--- config.mk ---
export PLATFORM = sky130hd
export DESIGN_NAME = diag_vector_regs
export DESIGN_NICKNAME = d
export VERILOG_FILES = /design/src/diag_regs_pkg.sv /design/src/vec_queue_if.sv /design/src/diag_vector_regs.sv /design/src/slice_err.sv /design/src/vec_queue.sv
export VERILOG_INCLUDE_DIRS = /design/src /design/src/src
export SDC_FILE = /design/constraint.sdc
export NUM_CORES = 1
export LEC_CHECK = 0
export ABC_AREA = 0
export ABC_CLOCK_PERIOD_IN_PS = 9900
export BUFFER_PORTS_ARGS = -buffer_cell sky130_fd_sc_hd__buf_2
export CAP_MARGIN = 30
export CORE_ASPECT_RATIO = 1.1
export CORE_MARGIN = 4
export CORE_UTILIZATION = 60
export CTS_CLUSTER_DIAMETER = 50
export DETAILED_ROUTE_END_ITERATION = 8
export GPL_ROUTABILITY_DRIVEN = 0
export PLACE_DENSITY = 0.8
export SYNTH_ARGS = -nofsm -noshare
export SYNTH_HDL_FRONTEND = slang
export SYNTH_HIERARCHICAL = 1
export SYNTH_SLANG_ARGS = --single-unit
--- constraint.sdc ---
create_clock -name clk_i -period 9.9 [get_ports clk_i]
set_input_delay 1.485 -clock clk_i [delete_from_list [all_inputs] [get_ports clk_i]]
set_output_delay 1.485 -clock clk_i [all_outputs]
set_load 0.03 [all_outputs]
--- src/diag_regs_cfg.svh ---
`ifndef DIAG_REGS_CFG_SVH
`define DIAG_REGS_CFG_SVH

// register byte offsets, one aligned word each
`define ADDR_W 8
`define REG_DIAG_LO 8'h00
`define REG_DIAG_HI 8'h04
`define REG_IVEC_LO 8'h08
`define REG_IVEC_HI 8'h0C
`define REG_HALT_LO 8'h10
`define REG_HALT_HI 8'h14
`define REG_PERR_LO 8'h18
`define REG_PERR_HI 8'h1C
`define REG_CAP_LO 8'h20
`define REG_CAP_HI 8'h24
`define REG_IOCTL_LO 8'h28
`define REG_IOCTL_HI 8'h2C
// diagnostic datapath windows, selected by haddr[7:5], word index in haddr[4:2]
`define WIN_EVEN_SEL 3'h2
`define WIN_ODD_SEL 3'h3

// field positions inside each slice word
`define DIAG_MODE_BIT 0
`define DIAG_MERGE_BIT 1
`define PERR_DATA_BIT 0
`define PERR_ADDR_BIT 1
`define FB_RST_BIT 7
`define VEC_W 16

// reset values and sizes
`define DIAG_RESET 16'h0000
`define DIAG_LINE_WORDS 4
`define IVEC_QUEUE_DEPTH 8
`define HSIZE_WORD 3'h2

`endif

--- src/diag_regs_pkg.sv ---
package diag_regs_pkg;
  typedef logic [15:0] vec_t;
  typedef struct packed {
    logic [13:0] scratch;
    logic merge;
    logic mode;
  } slice_cfg_t;
  typedef enum logic [1:0] {PH_IDLE, PH_WRITE, PH_READ} bus_phase_t;
endpackage

--- src/vec_queue_if.sv ---
`timescale 1ns/1ps
`default_nettype none
interface vec_queue_if;
  logic flush;
  logic push_valid;
  logic push_ready;
  diag_regs_pkg::vec_t push_data;
  logic pop;
  logic empty;
  diag_regs_pkg::vec_t head;
  modport owner(input flush, push_valid, push_data, pop, output push_ready, empty, head);
  modport user(output flush, push_valid, push_data, pop, input push_ready, empty, head);
endinterface
`default_nettype wire

--- src/diag_vector_regs.sv ---
// Contract
// - two per-slice scratch fields, read and write, zero after reset
// - merge select picks read-line buffer or write buffer for diagnostic readback
// - diagnostic mode takes the slice datapath and blocks all DMA
// - other diagnostic controls act only while that slice is in diagnostic mode
// - diagnostic mode gives direct read/write of cache-line buffer words
// - even mode bit and both merge bits clear at reset
// - vector register shows queue head; each read removes one entry
// - reading an empty vector queue returns zero and changes nothing
// - vector queue empties at reset and when both remote reset bits set
// - remote halt request writes a vector that the halt register shows
// - reading the halt register consumes it and reopens the request slot
// - after consumption halt register reads zero until a new vector arrives
// - halt register clears at reset and when both remote reset bits set
// - slice address parity failure in connection phase sets its flag
// - both slices may flag the same address parity error together
// - slice data parity failure on slave write or mailbox read sets flag
// - any parity flag set drives the hardware error interrupt
// - parity flags clear by write one, remote reset bit, or reset
// - error address capture loads each address, freezes on address error
`include "diag_regs_cfg.svh"
`timescale 1ns/1ps
`default_nettype none
module diag_vector_regs #(
  parameter int LINE_WORDS = `DIAG_LINE_WORDS,
  parameter int QUEUE_DEPTH = `IVEC_QUEUE_DEPTH,
  parameter int IDX_W = $clog2(LINE_WORDS)
) (
  // clock and reset
  input wire logic clk_i,
  input wire logic srst_i,
  // ahb-lite slave
  input wire logic hsel_i,
  input wire logic [`ADDR_W-1:0] haddr_i,
  input wire logic [1:0] htrans_i,
  input wire logic hwrite_i,
  input wire logic [2:0] hsize_i,
  input wire logic [31:0] hwdata_i,
  input wire logic hready_i,
  output logic hreadyout_o,
  output logic hresp_o,
  output logic [31:0] hrdata_o,
  // remote interrupt vectors
  input wire logic ivec_valid_i,
  input wire diag_regs_pkg::vec_t ivec_data_i,
  output logic ivec_ready_o,
  // remote halt request
  input wire logic halt_wr_i,
  input wire diag_regs_pkg::vec_t halt_data_i,
  output logic halt_slot_free_o,
  // remote parity checks, bit 0 even slice, bit 1 odd slice
  input wire logic conn_phase_i,
  input wire logic slave_wr_i,
  input wire logic mbox_rd_i,
  input wire logic [1:0] addr_perr_i,
  input wire logic [1:0] data_perr_i,
  input wire logic addr_valid_i,
  input wire logic [63:0] fb_addr_i,
  // buffer fills from normal traffic
  input wire logic line_fill_i,
  input wire logic wbuf_fill_i,
  input wire logic [IDX_W-1:0] fill_idx_i,
  input wire logic [63:0] fill_data_i,
  // status to datapath and system bus
  output logic [1:0] diag_mode_o,
  output logic dma_block_o,
  output logic hw_err_irq_o
);
  import diag_regs_pkg::*;

  bus_phase_t phase_reg, phase_next;
  logic [`ADDR_W-1:0] addr_reg, addr_next;
  logic hready_reg, hready_next;
  logic [31:0] rdata_reg, rdata_next;
  slice_cfg_t diag_reg [2];
  slice_cfg_t diag_next [2];
  logic [1:0] fb_rst_reg, fb_rst_next;
  vec_t halt_reg, halt_next;
  logic halt_full_reg, halt_full_next;
  logic irq_reg, irq_next;
  logic dma_blk_reg, dma_blk_next;
  logic [31:0] line_mem [2][LINE_WORDS];
  logic [31:0] line_next [2][LINE_WORDS];
  logic [31:0] wbuf_mem [2][LINE_WORDS];
  logic [31:0] wbuf_next [2][LINE_WORDS];

  logic req;
  logic [31:0] rd_word;
  logic [1:0] w1c_addr, w1c_data;
  logic [1:0] addr_flag, data_flag;
  logic [31:0] cap [2];
  logic win_hit;
  logic win_slice;
  logic [IDX_W-1:0] win_idx;
  logic fb_rst_both;

  vec_queue_if ivq();

  vec_queue #(
    .DEPTH(QUEUE_DEPTH)
  ) u_ivec_queue (
    .clk_i(clk_i),
    .srst_i(srst_i),
    .q(ivq)
  );

  assign fb_rst_both = &fb_rst_reg;
  assign ivq.flush = fb_rst_both;
  assign ivq.push_valid = ivec_valid_i;
  assign ivq.push_data = ivec_data_i;

  genvar s;
  generate
    for (s = 0; s < 2; s++) begin : g_slice
      // each slice checks its own copy of the address, so both may fire
      slice_err u_err (
        .clk_i(clk_i),
        .srst_i(srst_i),
        .addr_err_i(addr_perr_i[s] && conn_phase_i),
        .data_err_i(data_perr_i[s] && (slave_wr_i || mbox_rd_i)),
        .addr_clr_i(w1c_addr[s]),
        .data_clr_i(w1c_data[s]),
        .fb_rst_i(fb_rst_reg[s]),
        .addr_valid_i(addr_valid_i),
        .addr_i(fb_addr_i[32*s +: 32]),
        .addr_flag_o(addr_flag[s]),
        .data_flag_o(data_flag[s]),
        .cap_o(cap[s])
      );
    end
  endgenerate

  // diagnostic window decode on the held data-phase address
  always_comb begin
    win_slice = (addr_reg[7:5] == `WIN_ODD_SEL);
    win_idx = addr_reg[2 +: IDX_W];
    win_hit = ((addr_reg[7:5] == `WIN_EVEN_SEL) || win_slice)
      && ({29'h0000000, addr_reg[4:2]} < LINE_WORDS)
      && (addr_reg[1:0] == 2'h0);
  end

  // read mux, evaluated during the wait state of a read
  always_comb begin
    rd_word = 32'h00000000;
    if (addr_reg == `REG_DIAG_LO) begin
      rd_word = {16'h0000, diag_reg[0]};
    end else if (addr_reg == `REG_DIAG_HI) begin
      rd_word = {16'h0000, diag_reg[1]};
    end else if (addr_reg == `REG_IVEC_LO) begin
      rd_word = {16'h0000, ivq.head};
    end else if (addr_reg == `REG_HALT_LO) begin
      rd_word = {16'h0000, halt_reg};
    end else if (addr_reg == `REG_PERR_LO) begin
      rd_word[`PERR_ADDR_BIT] = addr_flag[0];
      rd_word[`PERR_DATA_BIT] = data_flag[0];
    end else if (addr_reg == `REG_PERR_HI) begin
      rd_word[`PERR_ADDR_BIT] = addr_flag[1];
      rd_word[`PERR_DATA_BIT] = data_flag[1];
    end else if (addr_reg == `REG_CAP_LO) begin
      rd_word = cap[0];
    end else if (addr_reg == `REG_CAP_HI) begin
      rd_word = cap[1];
    end else if (addr_reg == `REG_IOCTL_LO) begin
      rd_word[`FB_RST_BIT] = fb_rst_reg[0];
    end else if (addr_reg == `REG_IOCTL_HI) begin
      rd_word[`FB_RST_BIT] = fb_rst_reg[1];
    end else if (win_hit) begin
      // outside diagnostic mode the window reads zero
      if (diag_reg[win_slice].mode) begin
        if (diag_reg[win_slice].merge) begin
          rd_word = wbuf_mem[win_slice][win_idx];
        end else begin
          rd_word = line_mem[win_slice][win_idx];
        end
      end
    end
  end

  always_comb begin
    phase_next = PH_IDLE;
    addr_next = addr_reg;
    hready_next = 1'b1;
    rdata_next = rdata_reg;
    diag_next = diag_reg;
    fb_rst_next = fb_rst_reg;
    halt_next = halt_reg;
    halt_full_next = halt_full_reg;
    line_next = line_mem;
    wbuf_next = wbuf_mem;
    ivq.pop = 1'b0;
    w1c_addr = 2'h0;
    w1c_data = 2'h0;
    req = hsel_i && htrans_i[1] && hready_i && (hsize_i == `HSIZE_WORD);

    // address phase; reads take one wait state so a write just before is seen
    if (req) begin
      addr_next = haddr_i;
      if (hwrite_i) begin
        phase_next = PH_WRITE;
      end else begin
        phase_next = PH_READ;
        hready_next = 1'b0;
      end
    end

    // write data phase
    if (phase_reg == PH_WRITE) begin
      if (addr_reg == `REG_DIAG_LO) begin
        diag_next[0] = hwdata_i[15:0];
      end else if (addr_reg == `REG_DIAG_HI) begin
        diag_next[1] = hwdata_i[15:0];
      end else if (addr_reg == `REG_PERR_LO) begin
        w1c_addr[0] = hwdata_i[`PERR_ADDR_BIT];
        w1c_data[0] = hwdata_i[`PERR_DATA_BIT];
      end else if (addr_reg == `REG_PERR_HI) begin
        w1c_addr[1] = hwdata_i[`PERR_ADDR_BIT];
        w1c_data[1] = hwdata_i[`PERR_DATA_BIT];
      end else if (addr_reg == `REG_IOCTL_LO) begin
        fb_rst_next[0] = hwdata_i[`FB_RST_BIT];
      end else if (addr_reg == `REG_IOCTL_HI) begin
        fb_rst_next[1] = hwdata_i[`FB_RST_BIT];
      end else if (win_hit && diag_reg[win_slice].mode) begin
        line_next[win_slice][win_idx] = hwdata_i;
      end
    end

    // read completes: data out and the read side effects
    if (phase_reg == PH_READ) begin
      rdata_next = rd_word;
      if (addr_reg == `REG_IVEC_LO) begin
        ivq.pop = 1'b1;
      end
      if ((addr_reg == `REG_HALT_LO) && halt_full_reg) begin
        halt_full_next = 1'b0;
        halt_next = '0;
      end
    end

    // a request is only taken while the slot is free, so it never meets a consume
    if (halt_wr_i && !halt_full_reg) begin
      halt_next = halt_data_i;
      halt_full_next = 1'b1;
    end
    if (fb_rst_both) begin
      halt_next = '0;
      halt_full_next = 1'b0;
    end

    // normal traffic cannot touch a slice that diagnostics own
    for (int i = 0; i < 2; i++) begin
      if (line_fill_i && !diag_reg[i].mode) begin
        line_next[i][fill_idx_i] = fill_data_i[32*i +: 32];
      end
      if (wbuf_fill_i && !diag_reg[i].mode) begin
        wbuf_next[i][fill_idx_i] = fill_data_i[32*i +: 32];
      end
    end

    irq_next = |{addr_flag, data_flag};
    dma_blk_next = diag_next[0].mode || diag_next[1].mode;
  end

  always_ff @(posedge clk_i) begin
    if (srst_i) begin
      phase_reg <= PH_IDLE;
      addr_reg <= '0;
      hready_reg <= 1'b1;
      rdata_reg <= 32'h00000000;
      diag_reg[0] <= `DIAG_RESET;
      diag_reg[1] <= `DIAG_RESET;
      fb_rst_reg <= 2'h0;
      halt_reg <= '0;
      halt_full_reg <= 1'b0;
      irq_reg <= 1'b0;
      dma_blk_reg <= 1'b0;
    end else begin
      phase_reg <= phase_next;
      addr_reg <= addr_next;
      hready_reg <= hready_next;
      rdata_reg <= rdata_next;
      diag_reg <= diag_next;
      fb_rst_reg <= fb_rst_next;
      halt_reg <= halt_next;
      halt_full_reg <= halt_full_next;
      irq_reg <= irq_next;
      dma_blk_reg <= dma_blk_next;
    end
    // buffer storage has no reset, like the datapath rams it models
    line_mem <= line_next;
    wbuf_mem <= wbuf_next;
  end

  assign hreadyout_o = hready_reg;
  assign hresp_o = 1'b0;
  assign hrdata_o = rdata_reg;
  assign ivec_ready_o = ivq.push_ready;
  assign halt_slot_free_o = !halt_full_reg;
  assign diag_mode_o = {diag_reg[1].mode, diag_reg[0].mode};
  assign dma_block_o = dma_blk_reg;
  assign hw_err_irq_o = irq_reg;
endmodule
`default_nettype wire

--- src/slice_err.sv ---
`timescale 1ns/1ps
`default_nettype none
module slice_err (
  // clock and reset
  input wire logic clk_i,
  input wire logic srst_i,
  // qualified parity events and clears
  input wire logic addr_err_i,
  input wire logic data_err_i,
  input wire logic addr_clr_i,
  input wire logic data_clr_i,
  input wire logic fb_rst_i,
  // address capture
  input wire logic addr_valid_i,
  input wire logic [31:0] addr_i,
  // flags and captured address
  output logic addr_flag_o,
  output logic data_flag_o,
  output logic [31:0] cap_o
);
  logic addr_flag_reg, addr_flag_next;
  logic data_flag_reg, data_flag_next;
  logic [31:0] cap_reg, cap_next;

  always_comb begin
    // a new error in the clear cycle survives the write-one
    addr_flag_next = addr_err_i || (addr_flag_reg && !addr_clr_i);
    data_flag_next = data_err_i || (data_flag_reg && !data_clr_i);
    if (fb_rst_i) begin
      addr_flag_next = 1'b0;
      data_flag_next = 1'b0;
    end
    cap_next = cap_reg;
    // keeps loading until the flag is up, so the failing address stays
    if (addr_valid_i && !addr_flag_reg) begin
      cap_next = addr_i;
    end
  end

  always_ff @(posedge clk_i) begin
    if (srst_i) begin
      addr_flag_reg <= 1'b0;
      data_flag_reg <= 1'b0;
    end else begin
      addr_flag_reg <= addr_flag_next;
      data_flag_reg <= data_flag_next;
    end
    // capture is never reset; its content is only meaningful with the flag
    cap_reg <= cap_next;
  end

  assign addr_flag_o = addr_flag_reg;
  assign data_flag_o = data_flag_reg;
  assign cap_o = cap_reg;
endmodule
`default_nettype wire

--- src/vec_queue.sv ---
`timescale 1ns/1ps
`default_nettype none
module vec_queue #(
  parameter int DEPTH = 8
) (
  // clock and reset
  input wire logic clk_i,
  input wire logic srst_i,
  // queue ports
  vec_queue_if.owner q
);
  import diag_regs_pkg::*;
  localparam int AW = $clog2(DEPTH);
  localparam int CW = $clog2(DEPTH + 1);
  localparam logic [CW-1:0] FULL_CNT = CW'(DEPTH);
  localparam logic [AW-1:0] LAST_PTR = AW'(DEPTH - 1);

  vec_t mem_reg [DEPTH];
  vec_t mem_next [DEPTH];
  logic [AW-1:0] wr_reg, wr_next, rd_reg, rd_next;
  logic [CW-1:0] cnt_reg, cnt_next;
  logic ready_reg, ready_next;
  logic do_push, do_pop;

  always_comb begin
    mem_next = mem_reg;
    wr_next = wr_reg;
    rd_next = rd_reg;
    cnt_next = cnt_reg;
    // full queue holds the sender off instead of dropping
    do_push = q.push_valid && ready_reg;
    // a pop on an empty queue changes nothing
    do_pop = q.pop && (cnt_reg != '0);
    if (do_push) begin
      mem_next[wr_reg] = q.push_data;
      wr_next = (wr_reg == LAST_PTR) ? '0 : wr_reg + 1'b1;
    end
    if (do_pop) begin
      rd_next = (rd_reg == LAST_PTR) ? '0 : rd_reg + 1'b1;
    end
    if (do_push && !do_pop) begin
      cnt_next = cnt_reg + 1'b1;
    end else if (do_pop && !do_push) begin
      cnt_next = cnt_reg - 1'b1;
    end
    if (q.flush) begin
      wr_next = '0;
      rd_next = '0;
      cnt_next = '0;
    end
    ready_next = (cnt_next != FULL_CNT);
  end

  always_ff @(posedge clk_i) begin
    if (srst_i) begin
      wr_reg <= '0;
      rd_reg <= '0;
      cnt_reg <= '0;
      ready_reg <= 1'b0;
    end else begin
      wr_reg <= wr_next;
      rd_reg <= rd_next;
      cnt_reg <= cnt_next;
      ready_reg <= ready_next;
    end
    mem_reg <= mem_next;
  end

  assign q.push_ready = ready_reg;
  assign q.empty = (cnt_reg == '0);
  assign q.head = (cnt_reg == '0) ? '0 : mem_reg[rd_reg];
endmodule
`default_nettype wire

==> results.json <==
{
  "pwr-share-comb": 0.075,
  "slowest_delay_ps": 1010,
  "dieArea_um2": 63080,
  "wire_per_inst_um": 27.40,
  "cts_hold_buf": 0,
  "dp_hpwl_um": 66330,
  "fin_nets": 3251,
  "fp.dieW_um": 239.8,
  "endpoint_kind": "register",
  "fin_total_pwr_mw": 7.616,
  "die_height_um": 263.0,
  "timing.rr.start": "addr_reg[3]",
  "drt_iter0_markers": 3432,
  "final_hold_viol_count": 0,
  "tightest_slew_ps": 1103,
  "vias": 25490,
  "yosysSeqAreaShare": 0.5863,
  "clk_path_buf_depth": 3,
  "cp-endpoint": "hrdata_o[12]",
  "cts_setup_buffers": 0,
  "synth_most_common_cell": "edfxtp_1",
  "firstDrtPassIters": 6,
  "synth_edf_count": 448,
  "required_ps": 10380,
  "synth_top_cell_by_area": "edfxtp_1",
  "drv_slew": 0,
  "grt_pass1_wl_um": 156700,
  "yosysWarningCount": 6,
  "grt_usage": 0.3295,
  "drive_above_1_share": 0.2065,
  "cp-start-kind": "register",
  "synth_area_leaders": "edfxtp_1 (38%), dfxtp_1 (21%), mux2i_1 (9.5%)",
  "slew_headroom": 0.2554,
  "p_seq_frac": 0.520,
  "vias_per_cell": 6.585,
  "finalCritPeriodShare": 0.4101,
  "insertion_delay_ps": 650,
  "timing.rr.end": "hrdata_o[12]",
  "ff2ff_path_depth": 6,
  "async_flop_share": 0,
  "fin_worst_skew_ps": 24.73,
  "detail-route-antenna-nets": 0,
  "synth_cell_types": 82,
  "wl_um": 106000,
  "syn_inst": 2861,
  "slowest_stage": "clkinv_1",
  "io_buffers": 261,
  "hold_class": "reg2reg",
  "syn_nets": 3091,
  "ys_ff_latch": 815,
  "syn-mean-instance-area_um2": 12.40,
  "drc_errors": 0,
  "critical_path_peak_fanout": 46,
  "setup_viol": 0,
  "critPathArrivalTime_ps": 4540,
  "core.rowCount": 93,
  "cellLeakagePower_nw": 13.85,
  "drv_cap": 0,
  "switching_share": 0.2299,
  "grt_max_degree": 106,
  "max_freq_mhz": 246.3,
  "criticalPathCategory": "reg2reg",
  "cts_resized": 0,
  "start_util": 0.6061,
  "cts_root_buffer": "clkbuf_16",
  "core-area_um2": 58530,
  "synth_ff_type": "edfxtp_1",
  "grt-ovfl-total": 0,
  "crit_start": "addr_reg[3]",
  "synthTopCellsByCount": "edfxtp_1 (448), nand2_1 (376), dfxtp_1 (367)",
  "min_from": "diag_reg[27]",
  "fin_cells": 3870,
  "p_switching_mw": 1.751,
  "setup-tns-final_ps": 0,
  "syn-cell-area_um2": 35470,
  "status": "complete, no violations",
  "htree_levels": 3,
  "cts.sinks": 815,
  "p_clk_frac": 0.406,
  "dp.cells": 3694,
  "rrSetupSlack_ps": 5840,
  "rsz0062_at_grt": "no",
  "p_per_area_nw_per_um2": 190.8,
  "clkTransAtPathRegs_ps": 60,
  "io_pins": 264,
  "synth_top_area_share": 0.3792,
  "peakVddDrop_mv": 0.1879,
  "intPower_mw": 5.865,
  "cts_made_buffers": 82,
  "cts_tree": "built",
  "fin_crit_ps": 4060,
  "crit_chain": "clkinv_1 -> nand3_1 -> o21ai_0 -> or3b_1 -> a311oi_1 -> nor4_1",
  "syn2layout_area_growth_pct": 12.53,
  "antenna_found_initial": 32,
  "grt_pass1_vias": 25700
}
==> how the worst min path moves through the flow <==
stage / to / slack [ps] / depth (start not counted)
after global routing: diag_reg[27] / 470 / 2
after global placement: diag_reg[23] / 440 / 2
after CTS: diag_reg[27] / 450 / 2
after detailed placement: diag_reg[27] / 450 / 2
after floorplan: diag_reg[23] / 440 / 2
final: diag_reg[27] / 460 / 2
==> worst max-delay path: cells and delay by family (launching register included) <==
family,cells,cell delay (ps)
buf+inv,1,1010
simple gates,3,1210
flops,1,810
compound gates,2,840
==> cells by family after synthesis <==
| kind of cell | synth area share |
|---|---|
| other | 0.0001057 |
| adder cells (fa/ha/maj) | 0.002116 |
| AND/OR/NAND/NOR | 0.09763 |
| multiplexers | 0.1828 |
| XOR/XNOR | 0.0007408 |
| AO/OA/AOI/OAI | 0.09086 |
| buffers and inverters | 0.03943 |
| flip-flops | 0.5863 |
==> routing by layer <==
metal	track usage	share of wire	vias up
met5	0	0.0012	-
li1	-	-	10950
met4	0.2318	0.079	22
met2	0.5378	0.48	1661
met1	0.3852	0.34	12390
met3	0.07491	0.099	461
==> cell type report <==
class                           count  area (um^2)
Antenna cell                       21        52.55
Timing Repair Buffer              311         1906
Inverter                           13        48.80
Clock buffer                      121         2429
Fill cell                        3981        18610
Sequential cell                   815        20810
Multi-Input combinational cell   1798        13470
Clock inverter                     31        255.2
Tap cell                          760        950.9
==> stage by stage <==
step	area, um^2	hold slack [ps]	util	setup slack (ps)
floorplan	35470	435.7	-	5548
global placement	36840	442.8	0.6295	5566
detailed placement	37110	445.8	0.6341	5536
CTS	39800	454.2	0.6800	5487
global route	39890	470.6	0.6815	5660
finish	39920	455.1	0.6820	5840
==> power by group through the flow <==
stage	registers (mW)	clock network (mW)	logic, mW
2_1_floorplan	3.98	0	0.366
3_3_place_gp	4.00	0	0.519
3_5_place_dp	4.02	0	0.556
4_1_cts	3.95	3.11	0.560
5_1_grt	3.98	3.25	0.623
6_report	3.96	3.09	0.570
==> layout by cell type, fill, tap and decap left out, drive strengths merged, types with 5 or more instances in the layout <==
cell / count
a211oi: 14
a21oi: 191
a22oi: 24
a311oi: 9
a31oi: 5
and2: 7
and3: 11
buf: 311
clkbuf: 121
clkinv: 22
dfxtp: 367
diode: 21
edfxtp: 448
ha: 6
inv: 16
mux2i: 338
mux4: 136
nand2: 377
nand2b: 30
nand3: 31
nor2: 185
nor2b: 13
nor3: 23
nor4: 29
o21ai: 248
o21bai: 11
o221ai: 19
o22ai: 21
or2: 9
Note: power is estimated with default switching activity, not from simulation.
